File: src/logic/scc_pkg.sv
package scc_pkg;

  // -------------------------------------------------------------------------
  // register bus
  // -------------------------------------------------------------------------
  localparam int unsigned ADDR_W  = 8;
  localparam int unsigned DATA_W  = 16;

  localparam logic [7:0] OFS_CLK_RATIO   = 8'h0A;
  localparam logic [7:0] OFS_RATE_DIV    = 8'h12;
  localparam logic [7:0] OFS_AVG_CTRL    = 8'h15;
  localparam logic [7:0] OFS_PIN_CFG     = 8'h4F;
  localparam logic [7:0] OFS_PIN_OUT_CAL = 8'h50;
  localparam logic [7:0] OFS_HOLD_CLK    = 8'h5F;
  localparam logic [7:0] OFS_DATA_BUF    = 8'h60;
  localparam logic [7:0] OFS_AVG_FIRST   = 8'h64;
  localparam logic [7:0] OFS_AVG_LAST    = 8'h6B;
  localparam logic [7:0] OFS_SUM_FIRST   = 8'h70;
  localparam logic [7:0] OFS_SUM_LAST    = 8'h7F;

  // -------------------------------------------------------------------------
  // reset values
  // -------------------------------------------------------------------------
  localparam logic [15:0] RST_RATE_DIV    = 16'h0028;
  localparam logic [15:0] RST_AVG_CTRL    = 16'h0600;
  localparam logic [15:0] RST_PIN_CFG     = 16'h2090;
  localparam logic [15:0] RST_PIN_OUT_CAL = 16'h0000;
  localparam logic [15:0] RST_HOLD_CLK    = 16'h0000;

  // -------------------------------------------------------------------------
  // field positions
  // -------------------------------------------------------------------------
  localparam int unsigned BIT_PIN_A_IE     = 1;
  localparam int unsigned BIT_SYNC_LSB     = 2;
  localparam int unsigned BIT_PIN_B_IE     = 5;
  localparam int unsigned BIT_PIN_B_OE     = 6;
  localparam int unsigned BIT_PIN_B_SEL    = 6;
  localparam int unsigned BIT_CAL_START    = 5;
  localparam int unsigned BIT_FAST_RUN     = 0;
  localparam int unsigned BIT_HOLD_FIRST   = 1;
  localparam int unsigned BIT_HOLD_SECOND  = 2;
  localparam int unsigned AVG_FIRST_LSB    = 4;
  localparam int unsigned AVG_SECOND_LSB   = 8;
  localparam int unsigned AVG_CODE_W       = 3;

  // -------------------------------------------------------------------------
  // clocks and timing
  // -------------------------------------------------------------------------
  localparam int unsigned SLOW_CLK_KHZ  = 32;
  localparam int unsigned FAST_CLK_MHZ  = 32;
  localparam int unsigned RATE_MULT     = 4;
  localparam int unsigned RATE_CNT_W    = 18;
  localparam int unsigned RATIO_W       = 12;

  typedef enum logic [1:0] {
    SCC_SYNC_INTERNAL = 2'b00,
    SCC_SYNC_PIN_A    = 2'b01,
    SCC_SYNC_PIN_B    = 2'b10,
    SCC_SYNC_RESERVED = 2'b11
  } scc_sync_t;

  // gray along idle -> arm -> count; count -> idle flips both bits
  typedef enum logic [1:0] {
    SCC_CAL_IDLE  = 2'b00,
    SCC_CAL_ARM   = 2'b01,
    SCC_CAL_COUNT = 2'b11
  } scc_cal_t;

endpackage : scc_pkg

File: src/logic/scc_slot_avg.sv
`timescale 1ns/1ps
module scc_slot_avg #(
  parameter int unsigned CH     = 4,
  parameter int unsigned DW     = 16,
  parameter int unsigned SW     = 23
) (
  // clock and reset
  input  wire logic                      ref_clk,
  input  wire logic                      reset_n,
  // samples in
  input  wire logic                      sample_valid,
  input  wire logic [CH*DW-1:0]          sample_data,
  input  wire logic [2:0]                avg_code,
  // group result
  output logic                           done_q,
  output logic [CH*SW-1:0]               sum_q,
  output logic [CH*DW-1:0]               avg_q
);
  import scc_pkg::*;

  logic [7:0]        cnt_q, cnt_d;
  logic              done_d;
  logic [CH*SW-1:0]  acc_q, acc_d, sum_d;
  logic [CH*DW-1:0]  avg_d;
  logic [7:0]        last_cnt;

  // code n sums 2**n samples
  assign last_cnt = 8'((9'h001 << avg_code) - 9'h001);

  always_comb begin
    cnt_d  = cnt_q;
    acc_d  = acc_q;
    sum_d  = sum_q;
    avg_d  = avg_q;
    done_d = 1'b0;
    if (sample_valid) begin
      for (int c = 0; c < CH; c++) begin
        acc_d[c*SW +: SW] = acc_q[c*SW +: SW] + SW'(sample_data[c*DW +: DW]);
      end
      if (cnt_q >= last_cnt) begin
        // one result per group: output rate decimated by the factor
        done_d = 1'b1;
        sum_d  = acc_d;
        for (int c = 0; c < CH; c++) begin
          avg_d[c*DW +: DW] = DW'(acc_d[c*SW +: SW] >> avg_code);
        end
        acc_d = '0;
        cnt_d = 8'h00;
      end else begin
        cnt_d = cnt_q + 8'h01;
      end
    end
  end

  always_ff @(posedge ref_clk or negedge reset_n) begin
    if (!reset_n) begin
      cnt_q  <= 8'h00;
      acc_q  <= '0;
      sum_q  <= '0;
      avg_q  <= '0;
      done_q <= 1'b0;
    end else begin
      cnt_q  <= cnt_d;
      acc_q  <= acc_d;
      sum_q  <= sum_d;
      avg_q  <= avg_d;
      done_q <= done_d;
    end
  end

endmodule : scc_slot_avg

File: src/logic/scc_regs.sv
// How it works
// - Pin A input buffer enabled only while its config bit 1 is set; resets off.
// - Pin B output, when enabled, drives low or the front-end power-down level.
// - Changing calibration start from 0 to 1 measures fast-clock ratio into register 0x0A.
// - Fast calibration clock runs only while the run enable bit is 1.
// - Second-slot hold bit freezes all second-slot data registers.
// - First-slot hold bit freezes all first-slot data registers.
// - Sample trigger every four times divider slow-clock ticks; divider resets 0x0028.
// - Second-slot factor code in bits 10:8 picks samples summed; resets to 6.
// - Sample sums are readable at 0x70 through 0x7F.
// - Averages are readable at 0x64 through 0x6B and the buffer at 0x60.
// - Average is sum divided by factor, always fitting sixteen bits.
// - One result per group of summed samples, decimating the data rate.
// - First-slot factor in bits 6:4 behaves like the second-slot one.
// - Trigger source: slow-clock divider, pin A, pin B; code 3 reserved.
`timescale 1ns/1ps
module scc_regs #(
  parameter int unsigned CH = 4,
  parameter int unsigned SW = 23
) (
  // clock and reset
  input  wire logic                              ref_clk,
  input  wire logic                              reset_n,
  // register port
  input  wire logic [scc_pkg::ADDR_W-1:0]        reg_addr,
  input  wire logic [scc_pkg::DATA_W-1:0]        reg_wdata,
  input  wire logic                              reg_wr,
  input  wire logic                              reg_rd,
  output logic [scc_pkg::DATA_W-1:0]             reg_rdata_q,
  // timing ticks
  input  wire logic                              slow_clk_tick,
  input  wire logic                              fast_clk_tick,
  // pins
  input  wire logic                              pin_a_in,
  input  wire logic                              pin_b_in,
  input  wire logic                              afe_power_down,
  output logic                                   pin_a_input_enable_q,
  output logic                                   pin_b_input_enable_q,
  output logic                                   pin_b_output_enable_q,
  output logic                                   pin_b_out_q,
  // front end
  output logic                                   fast_clock_run_enable_q,
  output logic                                   sample_trigger_q,
  input  wire logic                              sample_valid,
  input  wire logic                              sample_slot,
  input  wire logic [CH*scc_pkg::DATA_W-1:0]     sample_data
);
  import scc_pkg::*;

  // --------------------------------------------------------------------------
  // helpers
  // --------------------------------------------------------------------------
  function automatic logic hit(input logic [7:0] a, input logic [7:0] ofs);
    hit = (a == ofs);
  endfunction : hit

  // --------------------------------------------------------------------------
  // control registers
  // --------------------------------------------------------------------------
  logic [15:0] rate_div_q, rate_div_d;
  logic [15:0] avg_ctrl_q, avg_ctrl_d;
  logic [15:0] pin_cfg_q, pin_cfg_d;
  logic [15:0] pin_cal_q, pin_cal_d;
  logic [15:0] hold_clk_q, hold_clk_d;
  logic        cal_start;

  always_comb begin
    rate_div_d = rate_div_q;
    avg_ctrl_d = avg_ctrl_q;
    pin_cfg_d  = pin_cfg_q;
    pin_cal_d  = pin_cal_q;
    hold_clk_d = hold_clk_q;
    cal_start  = 1'b0;
    if (reg_wr) begin
      if (hit(reg_addr, OFS_RATE_DIV)) begin
        rate_div_d = reg_wdata;
      end else if (hit(reg_addr, OFS_AVG_CTRL)) begin
        avg_ctrl_d = reg_wdata;
      end else if (hit(reg_addr, OFS_PIN_CFG)) begin
        pin_cfg_d = reg_wdata;
      end else if (hit(reg_addr, OFS_PIN_OUT_CAL)) begin
        pin_cal_d = reg_wdata;
        // start only on a 0 to 1 change of the start bit
        cal_start = reg_wdata[BIT_CAL_START] && !pin_cal_q[BIT_CAL_START];
      end else if (hit(reg_addr, OFS_HOLD_CLK)) begin
        hold_clk_d = reg_wdata;
      end
    end
  end

  always_ff @(posedge ref_clk or negedge reset_n) begin
    if (!reset_n) begin
      rate_div_q <= RST_RATE_DIV;
      avg_ctrl_q <= RST_AVG_CTRL;
      pin_cfg_q  <= RST_PIN_CFG;
      pin_cal_q  <= RST_PIN_OUT_CAL;
      hold_clk_q <= RST_HOLD_CLK;
    end else begin
      rate_div_q <= rate_div_d;
      avg_ctrl_q <= avg_ctrl_d;
      pin_cfg_q  <= pin_cfg_d;
      pin_cal_q  <= pin_cal_d;
      hold_clk_q <= hold_clk_d;
    end
  end

  // --------------------------------------------------------------------------
  // pins and sample trigger
  // --------------------------------------------------------------------------
  scc_sync_t              sync_sel;
  logic [RATE_CNT_W-1:0]  rate_cnt_q, rate_cnt_d, rate_last;
  logic                   pin_a_q, pin_a_d, pin_b_q, pin_b_d;
  logic                   trig_d, pa_ie_d, pb_ie_d, pb_oe_d, pb_out_d, run_d;

  assign sync_sel  = scc_sync_t'(pin_cfg_q[BIT_SYNC_LSB +: 2]);
  assign rate_last = RATE_CNT_W'(RATE_MULT) * RATE_CNT_W'(rate_div_q) - RATE_CNT_W'(1);

  always_comb begin
    pa_ie_d  = pin_cfg_q[BIT_PIN_A_IE];
    pb_ie_d  = pin_cfg_q[BIT_PIN_B_IE];
    pb_oe_d  = pin_cfg_q[BIT_PIN_B_OE];
    pb_out_d = pin_cal_q[BIT_PIN_B_SEL] ? afe_power_down : 1'b0;
    run_d    = hold_clk_q[BIT_FAST_RUN];
    // buffers disabled read as low
    pin_a_d    = pin_a_in && pin_a_input_enable_q;
    pin_b_d    = pin_b_in && pin_b_input_enable_q;
    rate_cnt_d = rate_cnt_q;
    trig_d     = 1'b0;
    case (sync_sel)
      SCC_SYNC_INTERNAL: begin
        if (slow_clk_tick && rate_div_q != 16'h0000) begin
          if (rate_cnt_q >= rate_last) begin
            rate_cnt_d = '0;
            trig_d     = 1'b1;
          end else begin
            rate_cnt_d = rate_cnt_q + RATE_CNT_W'(1);
          end
        end
      end
      SCC_SYNC_PIN_A: begin
        trig_d = pin_a_d && !pin_a_q;
      end
      SCC_SYNC_PIN_B: begin
        trig_d = pin_b_d && !pin_b_q;
      end
      default: begin
        trig_d = 1'b0;
      end
    endcase
  end

  always_ff @(posedge ref_clk or negedge reset_n) begin
    if (!reset_n) begin
      pin_a_input_enable_q    <= 1'b0;
      pin_b_input_enable_q    <= 1'b0;
      pin_b_output_enable_q   <= 1'b0;
      pin_b_out_q             <= 1'b0;
      fast_clock_run_enable_q <= 1'b0;
      sample_trigger_q        <= 1'b0;
      rate_cnt_q              <= '0;
      pin_a_q                 <= 1'b0;
      pin_b_q                 <= 1'b0;
    end else begin
      pin_a_input_enable_q    <= pa_ie_d;
      pin_b_input_enable_q    <= pb_ie_d;
      pin_b_output_enable_q   <= pb_oe_d;
      pin_b_out_q             <= pb_out_d;
      fast_clock_run_enable_q <= run_d;
      sample_trigger_q        <= trig_d;
      rate_cnt_q              <= rate_cnt_d;
      pin_a_q                 <= pin_a_d;
      pin_b_q                 <= pin_b_d;
    end
  end

  // --------------------------------------------------------------------------
  // fast clock ratio measurement
  // --------------------------------------------------------------------------
  scc_cal_t            cal_q, cal_d;
  logic [RATIO_W-1:0]  cnt_q, cnt_d, ratio_q, ratio_d;

  always_comb begin
    cal_d   = cal_q;
    cnt_d   = cnt_q;
    ratio_d = ratio_q;
    case (cal_q)
      SCC_CAL_IDLE: begin
        if (cal_start) begin
          cal_d = SCC_CAL_ARM;
        end
      end
      SCC_CAL_ARM: begin
        if (slow_clk_tick) begin
          cnt_d = '0;
          cal_d = SCC_CAL_COUNT;
        end
      end
      SCC_CAL_COUNT: begin
        // fast ticks per slow period, counted only while the fast clock runs
        if (fast_clk_tick && fast_clock_run_enable_q && cnt_q != '1) begin
          cnt_d = cnt_q + RATIO_W'(1);
        end
        if (slow_clk_tick) begin
          ratio_d = cnt_q;
          cal_d   = SCC_CAL_IDLE;
        end
      end
      default: begin
        cal_d = SCC_CAL_IDLE;
      end
    endcase
  end

  always_ff @(posedge ref_clk or negedge reset_n) begin
    if (!reset_n) begin
      cal_q   <= SCC_CAL_IDLE;
      cnt_q   <= '0;
      ratio_q <= '0;
    end else begin
      cal_q   <= cal_d;
      cnt_q   <= cnt_d;
      ratio_q <= ratio_d;
    end
  end

  // --------------------------------------------------------------------------
  // per-slot summing and held data registers
  // --------------------------------------------------------------------------
  logic [1:0]             grp_done;
  logic [CH*SW-1:0]       grp_sum [2];
  logic [CH*DATA_W-1:0]   grp_avg [2];
  logic [CH*SW-1:0]       sum_q [2], sum_d [2];
  logic [CH*DATA_W-1:0]   avg_q [2], avg_d [2];
  logic [15:0]            buf_q, buf_d;
  logic [1:0]             hold;

  assign hold = {hold_clk_q[BIT_HOLD_SECOND], hold_clk_q[BIT_HOLD_FIRST]};

  for (genvar s = 0; s < 2; s++) begin : g_slot
    scc_slot_avg #(
      .CH (CH),
      .DW (DATA_W),
      .SW (SW)
    ) u_avg (
      .ref_clk      (ref_clk),
      .reset_n      (reset_n),
      .sample_valid (sample_valid && (sample_slot == 1'(s))),
      .sample_data  (sample_data),
      .avg_code     (avg_ctrl_q[(s == 0 ? AVG_FIRST_LSB : AVG_SECOND_LSB) +: AVG_CODE_W]),
      .done_q       (grp_done[s]),
      .sum_q        (grp_sum[s]),
      .avg_q        (grp_avg[s])
    );
  end

  always_comb begin
    buf_d = buf_q;
    for (int s = 0; s < 2; s++) begin
      sum_d[s] = sum_q[s];
      avg_d[s] = avg_q[s];
      if (grp_done[s] && !hold[s]) begin
        sum_d[s] = grp_sum[s];
        avg_d[s] = grp_avg[s];
        buf_d    = grp_avg[s][DATA_W-1:0];
      end
    end
  end

  always_ff @(posedge ref_clk or negedge reset_n) begin
    if (!reset_n) begin
      sum_q[0] <= '0;
      sum_q[1] <= '0;
      avg_q[0] <= '0;
      avg_q[1] <= '0;
      buf_q    <= 16'h0000;
    end else begin
      sum_q[0] <= sum_d[0];
      sum_q[1] <= sum_d[1];
      avg_q[0] <= avg_d[0];
      avg_q[1] <= avg_d[1];
      buf_q    <= buf_d;
    end
  end

  // --------------------------------------------------------------------------
  // read data
  // --------------------------------------------------------------------------
  logic [15:0] rdata_d;
  logic [7:0]  rel;
  logic [31:0] sum_word;

  always_comb begin
    rdata_d  = reg_rdata_q;
    rel      = 8'h00;
    sum_word = 32'h0000_0000;
    if (reg_rd) begin
      if (hit(reg_addr, OFS_CLK_RATIO)) begin
        rdata_d = 16'(ratio_q);
      end else if (hit(reg_addr, OFS_RATE_DIV)) begin
        rdata_d = rate_div_q;
      end else if (hit(reg_addr, OFS_AVG_CTRL)) begin
        rdata_d = avg_ctrl_q;
      end else if (hit(reg_addr, OFS_PIN_CFG)) begin
        rdata_d = pin_cfg_q;
      end else if (hit(reg_addr, OFS_PIN_OUT_CAL)) begin
        rdata_d = pin_cal_q;
      end else if (hit(reg_addr, OFS_HOLD_CLK)) begin
        rdata_d = hold_clk_q;
      end else if (hit(reg_addr, OFS_DATA_BUF)) begin
        rdata_d = buf_q;
      end else if (reg_addr >= OFS_AVG_FIRST && reg_addr <= OFS_AVG_LAST) begin
        rel     = reg_addr - OFS_AVG_FIRST;
        rdata_d = avg_q[rel[2]][rel[1:0]*DATA_W +: DATA_W];
      end else if (reg_addr >= OFS_SUM_FIRST && reg_addr <= OFS_SUM_LAST) begin
        // per slot: channel words low then high
        rel      = reg_addr - OFS_SUM_FIRST;
        sum_word = 32'(sum_q[rel[3]][rel[2:1]*SW +: SW]);
        rdata_d  = rel[0] ? sum_word[31:16] : sum_word[15:0];
      end else begin
        rdata_d = 16'h0000;
      end
    end
  end

  always_ff @(posedge ref_clk or negedge reset_n) begin
    if (!reset_n) begin
      reg_rdata_q <= 16'h0000;
    end else begin
      reg_rdata_q <= rdata_d;
    end
  end

endmodule : scc_regs

File: config.mk
export PLATFORM = sky130hd
export DESIGN_NAME = scc_regs
export DESIGN_NICKNAME = d
export VERILOG_FILES = /design/src/logic/scc_pkg.sv /design/src/logic/scc_slot_avg.sv /design/src/logic/scc_regs.sv
export SDC_FILE = /design/constraint.sdc
export NUM_CORES = 2
export LEC_CHECK = 0
export ABC_CLOCK_PERIOD_IN_PS = 3800
export BUFFER_PORTS_ARGS = -buffer_cell sky130_fd_sc_hd__buf_4
export CAP_MARGIN = 20
export CORE_UTILIZATION = 59
export CTS_BUF_LIST = sky130_fd_sc_hd__clkbuf_4 sky130_fd_sc_hd__clkbuf_8
export DETAILED_ROUTE_END_ITERATION = 6
export PLACE_DENSITY_LB_ADDON = 0.3
export SYNTH_ARGS = -nofsm -noshare
export SYNTH_HDL_FRONTEND = slang
export SYNTH_SLANG_ARGS = --single-unit
File: constraint.sdc
create_clock -name ref_clk -period 3.8 [get_ports ref_clk]
set_clock_uncertainty 0.05 [all_clocks]
set_input_delay 0.57 -clock ref_clk [delete_from_list [all_inputs] [get_ports ref_clk]]
set_output_delay 0.57 -clock ref_clk [all_outputs]
set_load 0.01 [all_outputs]
==> impl_metrics.csv <==
group,metric,value,unit
routing,viasPerCell,6.525,
power_and_ir_drop,pwr-share-comb,46.3,%
sta,worst_pin_slew,990.7,ps
worst_setup_path,crit_start,"g_slot[0].u_avg.acc_q[46]$_DFFE_PN0P_",
sta,fmax,0.2696,GHz
worst_setup_path,start_kind,"flip-flop",
synthesis,synth_flop_cell,"dfrtp_1",
placed_design,gp_congestion,1.016,
routing,drt_pass1_iterations,7,
floorplan,fp.coreArea,0.09042,mm^2
sta,fin_crit,3709,ps
clock_tree,htreeDepth,4,
worst_setup_path,critPathMaxFanout,4,
sta,min_period_over_period,97.61,%
synthesis,yosys_warnings,0,
synthesis,ys_seq_area_share,45.83,%
power_and_ir_drop,ir_drop,0.0009294,V
power_and_ir_drop,leakage,0.02982,uW
clock_tree,insertion_delay,870,ps
sta,hold_ws,78.13,ps
min_path,hold_path.class,"in2reg",
clock_tree,cts_tree,"built",
floorplan,initial_core_util,59.80,%
outcome,violations,"design-rule violations",
worst_setup_path,slowest_stage,"o211ai_1",
floorplan,die_w,304.8,um
grt,grt_usage,43.24,%
synthesis,synthCells,5682,
worst_setup_path,r2r-end,"g_slot[0].u_avg.avg_q[46]$_DFFE_PN0P_",
synthesis,ys_seq_elements,990,
cells_and_area,fin_cells,7377,
floorplan,die_area,0.09287,mm^2
clock_tree,cts_sinks,990,
clock_tree,cts_buffers,168,
worst_setup_path,cp-endpoint,"g_slot[0].u_avg.avg_q[46]$_DFFE_PN0P_",
cells_and_area,nets,6330,
grt,grt_overflow,0,
placed_design,dp_hpwl,147600,um
floorplan,io_pins,121,
clock_tree,cts_root_buf,"clkbuf_8",
flow_run,maxCapViolCount,0,
worst_setup_path,path_class,"reg2reg",
outcome,status,"finished with violations",
routing,wirelength,199500,um
power_and_ir_drop,power_density,851.5,mW/mm^2
sta,drv_slew,0,
worst_setup_path,r2r_slack,90,ps
worst_setup_path,critPathMaxStageDelay,520,ps
power_and_ir_drop,power.switching,22800,uW
routing,drcViolationCount,2,
worst_setup_path,worstPathArrival,4430,ps
worst_setup_path,crit_required,4520,ps
cells_and_area,area_growth,15.91,%
power_and_ir_drop,pwr-share-clk,20.1,%
worst_setup_path,crit_top_cell,"a211oi_1",
placed_design,port_buffers,120,
power_and_ir_drop,switching_share,42.71,%
placed_design,dp.cells,7041,
sta,setup_tns,0,ps
placed_design,postPlaceCellArea,0.05869,mm^2
routing,drt_iter0_markers,6447,
power_and_ir_drop,p_int,30580,uW
clock_tree,clockBufferDepth,3,
worst_setup_path,cp_cell_sequence,"ha_1 > inv_1 > fa_1 > nor2b_1 > o211ai_1 > a211oi_1 > buf_4 > nand4bb_1 > and4_1 > xnor2_1 > nor2_1 > a211oi_1 > o21ai_0 > o221a_2",
grt,grt_max_degree,147,
synthesis,async_flop_share,100.0,%
routing,vias,48140,
sta,setup_violations,0,
clock_tree,cts_setup_buffers,0,
grt,grt_pass1_vias,46300,
floorplan,row_count,110,
floorplan,fp.dieH,304.8,um
worst_setup_path,r2r.worst_path.cells,14,
routing,wl_per_cell,27.04,um
synthesis,synth.distinct_cells,102,
sta,slew_headroom,33.95,%
power_and_ir_drop,seq_power_share,33.6,%
synthesis,syn_area,0.05408,mm^2
grt,grt_pass1_wl,299000,um
synthesis,postSynthAreaPerCell,9.517,um^2
clock_tree,clkTransAtPathRegs,60,ps
worst_setup_path,end_kind,"flip-flop",
routing,ant_nets,0,
sta,hold_violations,0,
cells_and_area,stdcell_area,0.06268,mm^2
grt,antenna_found_initial,13,
cells_and_area,n_fill_cell,7000,
synthesis,synth_edf_count,0,
worst_setup_path,rr_startpoint,"g_slot[0].u_avg.acc_q[46]$_DFFE_PN0P_",
cells_and_area,drive_above_1_share,20.42,%
==> per-layer routing <==
layer,vias up,wire length (um),GRT usage (%)
li1,20900,-,-
met1,23630,76750,58.29
met2,3018,85500,63.24
met3,580,25100,12.66
met4,8,12110,22.89
met5,-,50,0
==> cells in the mapped netlist, types with 13 or more instances <==
| library cell | number | area share [%] |
|---|---|---|
| nor3_1 | 50 | 0.46 |
| a22oi_1 | 32 | 0.44 |
| nand2_1 | 1293 | 9.0 |
| nor2b_1 | 36 | 0.42 |
| buf_1 | 53 | 0.37 |
| a22o_1 | 22 | 0.36 |
| buf_2 | 22 | 0.20 |
| dfrtp_1 | 983 | 45 |
| xor2_1 | 84 | 1.4 |
| o22ai_1 | 50 | 0.58 |
| nor2_1 | 401 | 2.8 |
| nand4_1 | 22 | 0.25 |
| a211oi_1 | 80 | 1.1 |
| mux2i_1 | 158 | 2.9 |
| and2_1 | 37 | 0.43 |
| nand3_1 | 59 | 0.55 |
| ha_1 | 167 | 3.9 |
| a221oi_1 | 22 | 0.36 |
| nand2b_1 | 31 | 0.36 |
| a21o_1 | 55 | 0.76 |
| a221o_1 | 16 | 0.30 |
| or3_1 | 23 | 0.27 |
| o31ai_1 | 82 | 1.1 |
| a21oi_1 | 306 | 2.8 |
| o21a_1 | 38 | 0.53 |
| a31oi_1 | 43 | 0.50 |
| o221ai_1 | 17 | 0.28 |
| and3_1 | 26 | 0.30 |
| a211o_1 | 13 | 0.21 |
| mux4_2 | 86 | 3.6 |
| clkbuf_1 | 264 | 1.8 |
| o211ai_1 | 34 | 0.47 |
| mux2_2 | 282 | 5.9 |
| inv_1 | 79 | 0.55 |
| xnor2_1 | 110 | 1.8 |
| o21ai_0 | 383 | 3.5 |
==> flip-flops by register name, indices dropped and copies added (netlist names), 2 cells and up <==
name	cells
g_slot.u_avg.sum_q	184
pin_cfg_q	16
avg_q	128
rate_div_q	16
buf_q	16
pin_cal_q	16
g_slot.u_avg.cnt_q	16
reg_rdata_q	16
g_slot.u_avg.acc_q	184
hold_clk_q	16
g_slot.u_avg.avg_q	128
ratio_q	12
cnt_q	12
avg_ctrl_q	16
rate_cnt_q	18
sum_q	184
cal_q	2
g_slot.u_avg.done_q	2
==> cell families after synthesis <==
logic type	Yosys count	synth area share (%)
simple gates	2042	15.71
xor+xnor	195	3.172
fa+ha+maj	175	4.160
compound gates	1331	15.77
flops	990	45.83
other cells	1	0.006934
mux	526	12.38
buf+inv	422	2.980
==> per-stage QoR <==
step	worst slack, ps	util, %	power [uW]
2_1_floorplan	4.467	-	30100
3_3_place_gp	-132.2	64.90	41010
3_5_place_dp	-152.2	64.90	41580
4_1_cts	189.9	69.28	52360
5_1_grt	-7.822	69.31	55550
6_report	90.79	69.32	53380
==> final cells by class <==
cell class | count | area, um^2 | share of cell area (%)
timing repair buffer | 542 | 4554 | 7.266
multi-input combinational | 4271 | 27780 | 44.31
sequential | 990 | 24790 | 39.54
clock inverter | 46 | 489.2 | 0.7805
tap | 1176 | 1471 | 2.347
antenna | 12 | 30.03 | 0.04791
inverter | 83 | 317.8 | 0.5070
clock buffer | 257 | 3256 | 5.194
==> cell usage in the layout (no fill, tap or decap), types with 158 or more instances in the layout <==
| cell | count |
|---|---|
| nand2_1 | 1290 |
| ha_1 | 167 |
| o21ai_0 | 383 |
| buf_4 | 486 |
| dfrtp_1 | 979 |
| a21oi_1 | 306 |
| mux2_2 | 282 |
| clkbuf_8 | 212 |
| nor2_1 | 398 |
| mux2i_1 | 158 |
==> what timing repair did <==
item,in CTS,in global routing
gates resized for setup,0,3
setup endpoints to repair,0,14
hold buffers,21,0
hold endpoints to repair,398,0
==> worst max-delay path: cells and delay by family, from the launching register on <==
family,cells,cell delay [ps]
AND/OR/NAND/NOR,4,870
XOR/XNOR,1,310
buffers and inverters,2,260
adder cells (fa/ha/maj),2,420
AO/OA/AOI/OAI,5,1290
flip-flops,1,380
==> power by group through the flow <==
stage | registers, uW | clock network, uW | logic, uW
finish | 18000 | 10700 | 24700
detailed placement | 17900 | 0 | 23700
global placement | 17700 | 0 | 23300
global route | 18200 | 11200 | 26200
CTS | 17700 | 10700 | 23900
floorplan | 16200 | 0 | 13900
==> how the worst min path moves through the flow <==
stage | from | slack, ps | cells past startpoint | end
floorplan | reset_n | 220 | 0 | avg_ctrl_q[0]$_DFFE_PN0P_
global placement | pin_cfg_q[1]$_DFFE_PN0P_ | 380 | 0 | pin_a_input_enable_q$_DFF_PN0_
detailed placement | pin_cfg_q[1]$_DFFE_PN0P_ | 390 | 0 | pin_a_input_enable_q$_DFF_PN0_
CTS | sample_slot | 40 | 4 | g_slot[0].u_avg.acc_q[15]$_DFFE_PN0P_
global route | reg_rd | 80 | 2 | reg_rdata_q[15]$_DFFE_PN0P_
finish | sample_slot | 80 | 4 | g_slot[0].u_avg.acc_q[15]$_DFFE_PN0P_
No activity file was read; power rests on OpenSTA's default activity.
